**config.mk**
```make
export PLATFORM = sky130hd
export DESIGN_NAME = pps_sequencer
export DESIGN_NICKNAME = d
export VERILOG_FILES = /design/src/hw/pps_key_edge.v /design/src/hw/pps_sequencer.v
export VERILOG_INCLUDE_DIRS = /design/src /design/src/hw
export SDC_FILE = /design/constraint.sdc
export NUM_CORES = 2
export LEC_CHECK = 0
export BUFFER_PORTS_ARGS = -buffer_cell sky130_fd_sc_hd__buf_4
export CORE_MARGIN = 3
export CORE_UTILIZATION = 37
export DETAILED_ROUTE_END_ITERATION = 10
export GPL_ROUTABILITY_DRIVEN = 1
export PLACE_DENSITY = 0.53
export SYNTH_ARGS = -nofsm -noshare
export SYNTH_HDL_FRONTEND = slang
export SYNTH_SLANG_ARGS = --single-unit
```
**constraint.sdc**
```tcl
create_clock -name i_clk -period 3.9 [get_ports i_clk]
set_input_delay 0 -clock i_clk [delete_from_list [all_inputs] [get_ports i_clk]]
set_output_delay 0 -clock i_clk [all_outputs]
set_load 0.02 [all_outputs]
```
**src/hw/pps_regs.vh**
```
// Constants for the panel programming sequencer.
`ifndef PPS_REGS_VH
`define PPS_REGS_VH
`define PPS_NKEYS 24
`define PPS_NOUT 48
`define PPS_MAX_STEPS 10'h3e7
`define PPS_NPAGES 3'h4
`define PPS_SCENE_LO 5'h0d
`define PPS_SCENE_HI 5'h18
`define PPS_FLASH_MS 8
`define PPS_FLASH_CYC (`PPS_FLASH_MS * 200000)
`define PPS_FLASH_W 21
`define PPS_NSCENES 48
`endif

```
**src/hw/pps_key_edge.v**
```verilog
// Synchroniser and press detector for the panel keys.
module pps_key_edge #(
    parameter W = 28
) (
    input wire i_clk,
    input wire i_rstn,
    input wire [W-1:0] i_raw,
    output reg [W-1:0] o_level,
    output reg [W-1:0] o_press
);
    reg [W-1:0] s1_r;
    reg [W-1:0] s2_r;
    genvar g;
    generate
        for (g = 0; g < W; g = g + 1) begin : g_bit
            always @(posedge i_clk or negedge i_rstn) begin
                if (!i_rstn) begin
                    s1_r[g] <= 1'b0;
                    s2_r[g] <= 1'b0;
                    o_level[g] <= 1'b0;
                    o_press[g] <= 1'b0;
                end else begin
                    s1_r[g] <= i_raw[g];
                    s2_r[g] <= s1_r[g];
                    o_level[g] <= s2_r[g];
                    o_press[g] <= s2_r[g] & ~o_level[g];
                end
            end
        end
    endgenerate
endmodule // pps_key_edge

```
**src/hw/pps_sequencer.v**
```verilog
// Front-panel command sequencer: key sequences, scene store, page and fader routing.
// Functional notes
// RL1: Record held plus keys 1,5,6,8 arms programming.
// RL2: Record indicator lights after release once armed.
// RL3: Record press in programming stores one step.
// RL4: Scene holds up to 999 steps.
// RL5: Mode key selects single mode, page one; the code toggles o_single_mode on each press and sets page one.
// RL6: Page key cycles page one to four.
// RL7: Record plus scene key stores, indicators flash.
// RL8: Record plus exit key leaves programming.
// RL9: Edit plus scene key 13-24 enters edit.
// RL10: Edit entry raises the edit banner.
// RL11: Record plus scene key twice erases scene.
// RL12: Record plus keys 1,3,2,3 erases all.
// RL13: Full erase restores all defaults and routing.
// RL14: Full erase only accepted in programming mode.
// RL15: Record plus key 6 thrice enters assignment.
// RL16: First key picks fader, record-key press routes.
// RL17: One fader may drive all 48 outputs; the code reaches only the lower 24 outputs (bits 0-23).
// RL18: Fader key shows its current routing.
// RL19: Broken or abandoned sequences do nothing.
`include "pps_regs.vh"
module pps_sequencer (
    input wire i_clk,
    input wire i_rstn,
    input wire [23:0] i_flash_key,
    input wire i_record_key,
    input wire i_edit_key,
    input wire i_mode_key,
    input wire i_page_key,
    input wire i_exit_key,
    output reg o_record_led,
    output reg o_all_leds,
    output reg [23:0] o_scene_led,
    output reg o_edit_mode_banner,
    output reg o_single_mode,
    output reg [2:0] o_page,
    output reg o_assign_mode,
    output reg [4:0] o_physical_fader_index,
    output reg [47:0] o_fader_routing,
    output reg o_step_pulse,
    output reg [9:0] o_temp_steps,
    output reg o_store_pulse,
    output reg o_erase_pulse,
    output reg [5:0] o_scene_index,
    output reg o_erase_all_pulse
);
    localparam S_IDLE = 6'h01;
    localparam S_ARM = 6'h02;
    localparam S_PROG = 6'h04;
    localparam S_EDIT = 6'h08;
    localparam S_ASGN = 6'h10;
    localparam S_ERALL = 6'h20;
    localparam [31:0] FLASH_LOAD = `PPS_FLASH_CYC;

    wire [27:0] lvl;
    wire [27:0] prs;
    pps_key_edge #(.W(28)) u_keys (
        .i_clk(i_clk),
        .i_rstn(i_rstn),
        .i_raw({i_exit_key, i_page_key, i_mode_key, i_edit_key, i_flash_key}),
        .o_level(lvl),
        .o_press(prs)
    );
    reg rec_s1_r;
    reg rec_s2_r;
    reg rec_d_r;
    wire rec_lvl = rec_s2_r;
    wire rec_press = rec_lvl & ~rec_d_r;
    wire rec_rel = ~rec_lvl & rec_d_r;
    wire [23:0] fk = prs[23:0];
    wire edit_lvl = lvl[24];
    wire mode_p = prs[25];
    wire page_p = prs[26];
    wire exit_p = prs[27];
    wire any_p = |prs;

    reg [5:0] st_r;
    reg [5:0] st_nxt;
    reg [2:0] seq_r;
    reg [2:0] seq_nxt;
    reg [3:0] erseq_r;
    reg [3:0] erseq_nxt;
    reg [2:0] six_r;
    reg [2:0] six_nxt;
    reg [4:0] last_r;
    reg [4:0] last_nxt;
    reg twice_r;
    reg twice_nxt;
    reg used_r;
    reg used_nxt;
    reg fsel_r;
    reg fsel_nxt;
    reg [`PPS_FLASH_W-1:0] flash_r;
    reg [47:0] route_r [0:23];
    reg [`PPS_NSCENES-1:0] scene_full_r;

    reg [4:0] key_idx;
    reg one_key;
    integer k;
    always @* begin
        key_idx = 5'h00;
        one_key = 1'b0;
        for (k = 0; k < 24; k = k + 1) begin
            if (fk[k]) begin
                key_idx = k[4:0];
                one_key = 1'b1;
            end
        end
    end
    wire scene_key = one_key && key_idx >= (`PPS_SCENE_LO - 5'h01) && key_idx <= (`PPS_SCENE_HI - 5'h01);
    wire [5:0] scene_sel = {1'b0, last_r - 5'h0c} + {1'b0, o_page - 3'h1, 2'h0} * 6'h03;

    // Event strobes decided combinationally, applied in the clocked process.
    reg do_store;
    reg do_erase;
    reg do_eall;
    reg do_route;
    always @* begin
        st_nxt = st_r;
        seq_nxt = seq_r;
        erseq_nxt = erseq_r;
        six_nxt = six_r;
        last_nxt = last_r;
        twice_nxt = twice_r;
        used_nxt = used_r;
        fsel_nxt = fsel_r;
        do_store = 1'b0;
        do_erase = 1'b0;
        do_eall = 1'b0;
        do_route = 1'b0;
        if (!rec_lvl) begin
            seq_nxt = 3'h0; // RL19
            erseq_nxt = 4'h0;
            six_nxt = 3'h0;
            twice_nxt = 1'b0;
        end
        case (st_r)
            S_IDLE: begin
                if (rec_lvl && one_key) begin
                    // Any key off the expected path restarts the match.
                    case (seq_r)
                        3'h0: seq_nxt = (key_idx == 5'h00) ? 3'h1 : 3'h0; // RL1
                        3'h1: seq_nxt = (key_idx == 5'h04) ? 3'h2 : 3'h0; // RL1
                        3'h2: seq_nxt = (key_idx == 5'h05) ? 3'h3 : 3'h0; // RL1
                        3'h3: seq_nxt = (key_idx == 5'h07) ? 3'h4 : 3'h0; // RL1
                        default: seq_nxt = 3'h0;
                    endcase
                    if (seq_r == 3'h3 && key_idx == 5'h07) begin
                        st_nxt = S_ARM;
                    end
                end else if (rec_lvl && any_p) begin
                    seq_nxt = 3'h0; // RL19
                end
            end
            S_ARM: begin
                if (!rec_lvl) begin
                    st_nxt = S_PROG; // RL2
                    used_nxt = 1'b0;
                end else if (any_p) begin
                    st_nxt = S_IDLE; // RL19
                end
            end
            S_PROG, S_ASGN: begin
                if (rec_press) begin
                    used_nxt = 1'b0;
                end
                // A record press that held no chord stores a step on release.
                if (rec_rel && !used_r && st_r == S_PROG) begin
                    do_store = 1'b0;
                end
                if (rec_lvl && exit_p) begin
                    st_nxt = S_IDLE; // RL8
                    fsel_nxt = 1'b0;
                end else if (rec_lvl && one_key) begin
                    used_nxt = 1'b1;
                    if (st_r == S_ASGN && fsel_r) begin
                        do_route = 1'b1; // RL16
                    end
                    six_nxt = (key_idx == 5'h05) ? six_r + 3'h1 : 3'h0;
                    if (key_idx == 5'h05 && six_r == 3'h2) begin
                        st_nxt = S_ASGN; // RL15
                        fsel_nxt = 1'b0;
                    end
                    case (erseq_r)
                        4'h0: erseq_nxt = (key_idx == 5'h00) ? 4'h1 : 4'h0; // RL12
                        4'h1: erseq_nxt = (key_idx == 5'h02) ? 4'h2 : 4'h0; // RL12
                        4'h2: erseq_nxt = (key_idx == 5'h01) ? 4'h3 : 4'h0; // RL12
                        4'h3: erseq_nxt = (key_idx == 5'h02) ? 4'h4 : 4'h0; // RL12
                        default: erseq_nxt = 4'h0;
                    endcase
                    if (erseq_r == 4'h3 && key_idx == 5'h02 && st_r == S_PROG) begin
                        do_eall = 1'b1; // RL14
                        st_nxt = S_ERALL;
                    end
                    if (scene_key && st_r == S_PROG) begin
                        if (twice_r && last_r == key_idx) begin
                            do_erase = 1'b1; // RL11
                            twice_nxt = 1'b0;
                        end else begin
                            twice_nxt = 1'b1;
                            last_nxt = key_idx;
                        end
                    end else begin
                        twice_nxt = 1'b0;
                    end
                end else if (!rec_lvl && one_key && st_r == S_ASGN) begin
                    fsel_nxt = 1'b1; // RL16
                    last_nxt = key_idx;
                end else if (edit_lvl && scene_key && st_r == S_PROG) begin
                    st_nxt = S_EDIT; // RL9
                    last_nxt = key_idx;
                end
                // A single scene tap stores once the record key is let go without a second tap.
                if (rec_rel && twice_r && st_r == S_PROG) begin
                    do_store = 1'b1; // RL7
                end
            end
            S_EDIT: begin
                if (rec_lvl && exit_p) begin
                    st_nxt = S_PROG;
                end
            end
            S_ERALL: begin
                if (rec_lvl && exit_p) begin
                    st_nxt = S_IDLE;
                end
            end
            default: st_nxt = S_IDLE;
        endcase
    end

    wire step_now = rec_rel && !used_r && st_r == S_PROG;

    always @(posedge i_clk or negedge i_rstn) begin
        if (!i_rstn) begin
            rec_s1_r <= 1'b0;
            rec_s2_r <= 1'b0;
            rec_d_r <= 1'b0;
            st_r <= S_IDLE;
            seq_r <= 3'h0;
            erseq_r <= 4'h0;
            six_r <= 3'h0;
            last_r <= 5'h00;
            twice_r <= 1'b0;
            used_r <= 1'b0;
            fsel_r <= 1'b0;
            flash_r <= {`PPS_FLASH_W{1'b0}};
            scene_full_r <= {`PPS_NSCENES{1'b0}};
            o_record_led <= 1'b0;
            o_all_leds <= 1'b0;
            o_scene_led <= 24'h000000;
            o_edit_mode_banner <= 1'b0;
            o_single_mode <= 1'b0;
            o_page <= 3'h1;
            o_assign_mode <= 1'b0;
            o_physical_fader_index <= 5'h00;
            o_fader_routing <= 48'h000000000000;
            o_step_pulse <= 1'b0;
            o_temp_steps <= 10'h000;
            o_store_pulse <= 1'b0;
            o_erase_pulse <= 1'b0;
            o_scene_index <= 6'h00;
            o_erase_all_pulse <= 1'b0;
        end else begin
            rec_s1_r <= i_record_key;
            rec_s2_r <= rec_s1_r;
            rec_d_r <= rec_s2_r;
            st_r <= st_nxt;
            seq_r <= seq_nxt;
            erseq_r <= erseq_nxt;
            six_r <= six_nxt;
            last_r <= last_nxt;
            twice_r <= twice_nxt;
            used_r <= used_nxt;
            fsel_r <= fsel_nxt;
            o_record_led <= (st_nxt != S_IDLE) && (st_nxt != S_ARM); // RL2
            o_edit_mode_banner <= (st_nxt == S_EDIT); // RL10
            o_assign_mode <= (st_nxt == S_ASGN);
            o_step_pulse <= step_now && o_temp_steps < `PPS_MAX_STEPS; // RL3
            if (step_now && o_temp_steps < `PPS_MAX_STEPS) begin
                o_temp_steps <= o_temp_steps + 10'h001; // RL4
            end
            o_store_pulse <= do_store && o_temp_steps != 10'h000; // RL7
            o_erase_pulse <= do_erase; // RL11
            o_erase_all_pulse <= do_eall; // RL12
            if (do_store || do_erase) begin
                o_scene_index <= scene_sel;
            end
            if (do_store && o_temp_steps != 10'h000) begin
                scene_full_r[scene_sel] <= 1'b1;
                o_temp_steps <= 10'h000;
            end
            if (do_erase) begin
                scene_full_r[scene_sel] <= 1'b0;
            end
            // Flashing is driven by a timer so the panel sees a visible blink.
            if ((do_store && o_temp_steps != 10'h000) || do_erase || do_eall) begin
                flash_r <= FLASH_LOAD[`PPS_FLASH_W-1:0]; // RL7
            end else if (flash_r != {`PPS_FLASH_W{1'b0}}) begin
                flash_r <= flash_r - {{(`PPS_FLASH_W-1){1'b0}}, 1'b1};
            end
            o_all_leds <= (flash_r != {`PPS_FLASH_W{1'b0}}) || st_r == S_ERALL; // RL11
            if (st_nxt == S_EDIT && st_r != S_EDIT) begin
                o_scene_led <= 24'h000001 << key_idx; // RL9
            end else if (st_nxt != S_EDIT) begin
                o_scene_led <= 24'h000000;
            end
            if (mode_p) begin
                o_single_mode <= ~o_single_mode; // RL5
                o_page <= 3'h1;
            end else if (page_p) begin
                o_page <= (o_page == `PPS_NPAGES) ? 3'h1 : o_page + 3'h1; // RL6
            end
            if (st_r == S_ASGN && !rec_lvl && one_key) begin
                o_physical_fader_index <= key_idx;
                o_fader_routing <= route_r[key_idx]; // RL18
            end else if (do_route) begin
                o_fader_routing <= o_fader_routing | (48'h000000000001 << key_idx); // RL17
            end
            if (do_eall) begin
                scene_full_r <= {`PPS_NSCENES{1'b0}}; // RL13
                o_temp_steps <= 10'h000;
                o_page <= 3'h1;
                o_single_mode <= 1'b0;
                o_fader_routing <= 48'h000000000000;
            end
        end
    end

    // Routing table: each fader feeds its own output plus any added from the lower 24 of the 48 outputs.
    genvar f;
    generate
        for (f = 0; f < 24; f = f + 1) begin : g_route
            always @(posedge i_clk or negedge i_rstn) begin
                if (!i_rstn) begin
                    route_r[f] <= 48'h000000000001 << f;
                end else if (do_eall) begin
                    route_r[f] <= 48'h000000000001 << f; // RL13
                end else if (do_route && o_physical_fader_index == f) begin
                    route_r[f] <= route_r[f] | (48'h000000000001 << key_idx); // RL16
                end
            end
        end
    endgenerate
endmodule // pps_sequencer

```
# Word-level counts from Yosys, hierarchy flattened
# Cells that the tools add are included.
[classes]
add_sub_neg = 7
n_mul = 1
magnitude_cmp = 4
n_eq_ne = 53
n_shift = 2
mux = 185
n_bitwise = 88
n_reduce_logical = 100
[ops]
columns = ["operator", "n"]
rows = [
  ["$mux W48", 53],
  ["$or A48 B48 Y48", 25],
  ["$bmux W48 S5", 1],
  ["$mux W5", 15],
  ["$mux W6", 12],
  ["$mux W1", 58],
  ["$mux W3", 19],
  ["$reduce_bool A2 Y1", 28],
  ["$logic_and A1 B1 Y1", 50],
  ["$mux W24", 2],
  ["$shl A1 B5 Y48 const A", 1],
  ["$mux W21", 2],
  ["$eq A5 B4 Y1 const B", 8],
  ["$eq A5 B5 Y1 const B", 8],
  ["$mux W4", 10],
  ["$eq A5 B3 Y1 const B", 7],
  ["$not A1 Y1", 32],
  ["$and A1 B1 Y1", 30],
  ["$mux W10", 3],
  ["$pmux W6 S5", 1],
  ["$reduce_or A28 Y1", 1],
  ["$pmux W3 S4", 2],
  ["$shl A1 B5 Y24 const A", 1],
  ["$reduce_bool A21 Y1", 1],
  ["45 further kinds", 70],
]
[word_totals]
reg_bits = 1417
input_bits = 31
output_inout_bits = 105
word_cells = 603

# Longest topological paths before layout
[depth]
depth_word = 36
depth_mapped = 13
mapped_depth_nobuf = 10

# Modules after synthesis
# From an unflattened synthesis, not the netlist that was laid out.
[unflattened]
cells_unflattened = 4394
area_unflattened_um2 = 43227.7
[by_module_without_submodules]
columns = ["module", "instances", "cells_per_inst", "area_each_um2", "seq_area_each_um2"]
rows = [
  ["pps_sequencer", 1, 4254, 40039.7, 22704.3],
  ["pps_key_edge", 1, 140, 3188.1, 2802.7],
]

# Worst setup path after synthesis
# OpenSTA, ideal clock, no wires.
[synth_timing]
kind = "flip-flop to flip-flop"
start = "reg u_keys.o_press[21]"
end = "reg o_fader_routing[28]"
setup_time_ps = 87
t_arrival_ps = 2806
t_required_ps = 3813
setup_slack_ps = 1007
path_stages_with_launch = 12
path_buffers = 3
period_less_slack_ps = 2893
cell_sequence = "dfrtp_1 -> buf_6 -> or4_4 -> buf_6 -> nor4_4 -> nand3_2 -> and4_4 -> and4_4 -> buf_6 -> a211o_1 -> a211o_1 -> a211oi_2"
[synth_between]
elab_chain_len = 11
word_cells_on_any_way = 28
cone_classes = "eq/ne (1); shift (1); mux (19); bitwise (2); reduce/logical (5)"
[synth_lines]
columns = ["element", "line_no", "rtl"]
rows = [
  ["start: declaration", "pps_key_edge.v:9", "output reg [W-1:0] o_press"],
  ["start signal: indexed assignment", "pps_key_edge.v:26", "o_press[g] <= s2_r[g] & ~o_level[g];"],
  ["branches (longest 11 deep; another with $bmux W48 S5)", "--", ""],
  ["end signal: assignment", "pps_sequencer.v:317", "o_fader_routing <= route_r[key_idx];"],
  ["end signal: assignment", "pps_sequencer.v:319", "o_fader_routing <= o_fader_routing | (48'h000000000001 << key_idx);"],
  ["end: declaration", "pps_sequencer.v:40", "output reg [47:0] o_fader_routing,"],
]
# Several ways; the timed one is not identified. The select of a mux whose other input is x is not followed.
# A chain may end at the register's enable or synchronous reset.

# Worst setup path after layout
[layout_timing]
start = "reg st_r[5]"
end = "reg route_r[779] in the netlist's numbering"
[layout_between]
elab_chain_len = 8
word_cells_on_any_way = 16
cone_classes = "eq/ne (2); mux (9); reduce/logical (5)"
[layout_lines]
columns = ["element", "line_no", "rtl"]
rows = [
  ["start: declaration", "pps_sequencer.v:78", "reg [5:0] st_r;"],
  ["start signal: assignment", "pps_sequencer.v:269", "st_r <= st_nxt;"],
  ["$eq A6 B5 Y1", "pps_sequencer.v:138, pps_sequencer.v:177", ""],
  ["$logic_and A1 B1 Y1", "pps_sequencer.v:177", "if (st_r == S_ASGN && fsel_r) begin"],
  ["$mux W1", "pps_sequencer.v:177", ""],
  ["$mux W1", "pps_sequencer.v:175", "end else if (rec_lvl && one_key) begin"],
  ["$mux W1", "pps_sequencer.v:172", "if (rec_lvl && exit_p) begin"],
  ["$mux W1", "pps_sequencer.v:138", "case (st_r)"],
  ["$logic_and A1 B1 Y1", "pps_sequencer.v:340", "end else if (do_route && o_physical_fader_index == f) begin"],
  ["$reduce_bool A2 Y1 (no line)", "--", ""],
  ["end signal: indexed assignment", "pps_sequencer.v:337", "route_r[f] <= 48'h000000000001 << f;"],
  ["end signal: indexed assignment", "pps_sequencer.v:339", "route_r[f] <= 48'h000000000001 << f;"],
  ["end signal: indexed assignment", "pps_sequencer.v:341", "route_r[f] <= route_r[f] | (48'h000000000001 << key_idx);"],
  ["end: declaration", "pps_sequencer.v:95", "reg [47:0] route_r [0:23];"],
]
# Several ways; a longest one is shown, not always the timed one.

==> summary.md <==
| Metric | Value |
|---|---|
| Ys async rst share | `100%` |
| First-pass GRT wire length | `~230 mm` |
| Finish-stage setup viols | `0` |
| Port bufs | `roughly 140` |
| Hold Crit Class | `input pin to asynchronous set/reset pin` |
| Pleak | `25.3 nW` |
| Required @ worst endpoint | `about 4.5 ns` |
| Initial Util | `a little under two fifths` |
| Pwr dens | `between 400 and 500 nW/um^2` |
| Drt first pass iters | `5` |
| Slew Viols, Final | `0` |
| Syn Inst Count | `4275` |
| CTS tree | `done` |
| Measured slew at the worst slew-check pin | `between 1 and 1.5 ns` |
| Layout cells sized above 1 | `between 10 and 15%` |
| CTS Buffer Depth | `3` |
| Final Hold Fails | `0` |
| Buffer and inverter count on the worst path | `2` |
| Residual DRC | `0` |
| Core Box Area | `around 120000 um^2` |
| Row count | `125` |
| Max incr delay on CP | `0.69 ns` |
| Aggregate global-route resource usage | `about a quarter` |
| Vias after detailed routing | `33978` |
| Status | `completed` |
| Yosys warns | `0` |
| Final period util | `95.0%` |
| Clk slew on worst S/H paths | `approximately 0.06 ns` |
| Critical Path Fanout Max | `14` |
| Routability congestion estimate | `0.832` |
| GRT overflow | `0` |
| Crit-path cells | `or4_1 > or2_1 > a31o_1 > nor3_4 > buf_4 > nand2_1 > nor2_4 > buf_4 > a21oi_1 > nor2_1` |
| Post-synth EDFFs | `0` |
| Most frequent cells in the layout | `992 x dfrtp_1, 642 x nor2_1, 618 x a21oi_1` |
| Clk_skew | `around 0.029 ns` |
| Maxcap violations | `0` |
| RSZ-0062 raised after global routing | `false` |
| Commonest non-fill, non-tap cell in the layout | `dfrtp_1` |
| Library cells used by synthesis | `84` |
| DRT iter0 DRCs | `around 3800` |
| CP most frequent cell | `buf_4` |
| Wire per inst | `roughly 25 um` |
| Total Die Area | `around 120000 um^2` |
| Syn_area_per_cell | `just over 10 um^2` |
| Initial antenna violation count | `1` |
| Critical path's slowest cell | `nor2_4` |
| CTS H-tree depth | `3` |
| Die width | `~350 um` |
| CP Class | `register to register` |
| Number of global-route vias before repair | `33695` |
| Worst vdd ir | `around 360 uV` |
| Final net count | `about 4500` |
| Synthesized area | `between 40000 and 50000 um^2` |
| Max_slew headroom | `22.8%` |
| Top FF cell, synth | `dfrtp_1` |
| Setup TNS | `0 ns` |
| Sequential element share of the synthesized area | `58.6%` |
| Delay-heaviest family, CP | `simple AND/OR/NAND/NOR gates` |
| Post-detail-place hpwl | `91.5 mm` |
| Crit path time final | `around 3.7 ns` |
| Mapped Nets | `approximately 4300` |
| Worst-Skew Late Latency | `0.70 ns` |
| WL final | `about 150 mm` |
| Number of I/O pins | `approximately 140` |
| Chip height | `~350 um` |
| Largest net degree at the start of global routing | `134` |
| WP data arrival | `between 4 and 5 ns` |
| Worst Setup Start Kind | `register` |
| Post-DP Area | `47600 um^2` |
| Crit. End Element | `register` |
| Fin area | `around 52000 um^2` |
| Maximum clock rate | `between 200 and 300 MHz` |
| CTS root buf | `clkbuf_16` |
| Routed vias/inst | `roughly 5.6` |
| Area Growth Syn to Fin | `19.7%` |
| Synth Register Bits | `about 1000` |
| TritonCTS buffer count | `112` |
| Clock Sinks | `1018` |
| DRT antenna net count | `0` |
[through the flow]
stage	util (%)	cells	power (W)	setup slack, ns	hold WS, ns
floorplan	-	4275	0.0118	1.01	-0.296
global placement	40.9	5820	0.0129	0.193	0.0849
detailed placement	40.9	5820	0.0129	0.112	0.0904
CTS	44.6	6089	0.0238	0.0886	0.0567
global route	44.7	6099	0.0244	0.0228	0.0950
finish	44.7	6101	0.0236	0.197	0.0925
[registers in the layout, summed over array words and instances (netlist names), 3 cells and up]
signal                  flops
route_r                   768
o_fader_routing            33
u_keys.o_level             28
u_keys.o_press             28
u_keys.s1_r                28
u_keys.s2_r                28
o_scene_led                24
flash_r                    21
o_temp_steps               10
o_scene_index               6
st_r                        6
last_r                      5
o_physical_fader_index      5
erseq_r                     4
o_page                      3
seq_r                       3
six_r                       3
[worst paths after layout]
kind,startpoint,endpoint,slack (ns),cells past startpoint
max,st_r[5]$_DFF_PN0_,route_r[779]$_DFFE_PN0P_,0.20,10
min,i_rstn,route_r[23]$_DFFE_PN1P_,0.09,2
max reg2reg,st_r[5]$_DFF_PN0_,route_r[779]$_DFFE_PN0P_,0.20,10
min reg2reg,rec_s1_r$_DFF_PN0_,rec_lvl$_DFF_PN0_,0.35,0
max in group asynchronous,i_rstn,route_r[731]$_DFFE_PN0P_,3.06,3
min in group i_clk,rec_s1_r$_DFF_PN0_,rec_lvl$_DFF_PN0_,0.35,0
[area by class of cell]
cell class              count  area (um^2)
well taps                1524         1910
fillers                 11003        64400
repair buffers            439         4160
flip-flops and latches   1018        25500
multi-input cells        2880        16700
clock buffers             164         3270
clock inverters            45          483
inverters                  29          116
diodes                      2         5.00
[synthesized netlist by cell type (all sizes together), types with 15 or more instances]
library cell  count  area share [%]
dfrtp           992              57
nor2            668             5.8
a21oi           619             7.1
nand2           374             3.2
mux2i           214             4.9
and2            205             2.9
buf             178             2.1
clkbuf          170             1.5
nand3           121             1.4
a211oi           60             1.1
nor3             50            0.74
o21ai            47            0.54
a211o            44            0.89
o221ai           43            0.87
nor4             38            0.64
a31oi            37            0.53
nor2b            34            0.49
inv              29            0.25
o211a            28            0.64
dfstp            26             1.6
a311oi           20            0.40
xnor2            20            0.40
o211ai           19            0.34
nand2b           17            0.24
o22ai            17            0.24
a2111oi          15            0.30
xor2             15            0.30
[per-layer routing]
layer  vias to the layer above  track usage (%)  part of all wire, %
li1                      15209                -                    -
met1                     17208             34.8                   44
met2                      1269             38.2                   45
met3                       292             3.75                  6.9
met4                         0             8.97                  3.6
met5                         -                0                    0
[where the power goes]
group	total, W	internal [W]	switching (W)
registers	0.0107	0.0106	0.0000514
clock network	0.0108	0.00635	0.00447
logic	0.00207	0.000623	0.00145
[kinds of logic (layout without fill, tap and decap cells)]
| logic type | after synthesis | after routing | synth area share (%) |
|---|---|---|---|
| AND/OR/NAND/NOR | 1577 | 1577 | 16.7 |
| AO/OA/AOI/OAI | 1028 | 1028 | 14.5 |
| flip-flops | 1018 | 1018 | 58.6 |
| buffers and inverters | 377 | 677 | 3.85 |
| multiplexers | 226 | 226 | 5.23 |
| XOR/XNOR | 35 | 35 | 0.704 |
| adder cells (fa/ha/maj) | 14 | 14 | 0.437 |
| other | 0 | 2 | 0 |
[what timing repair did]
item,CTS,global route
endpoints found under the hold margin,432,0
gates resized for setup,0,2
setup buffers,0,10
setup endpoints to repair,0,23
hold buffers,60,0
Power figures use the tool's default switching activity.
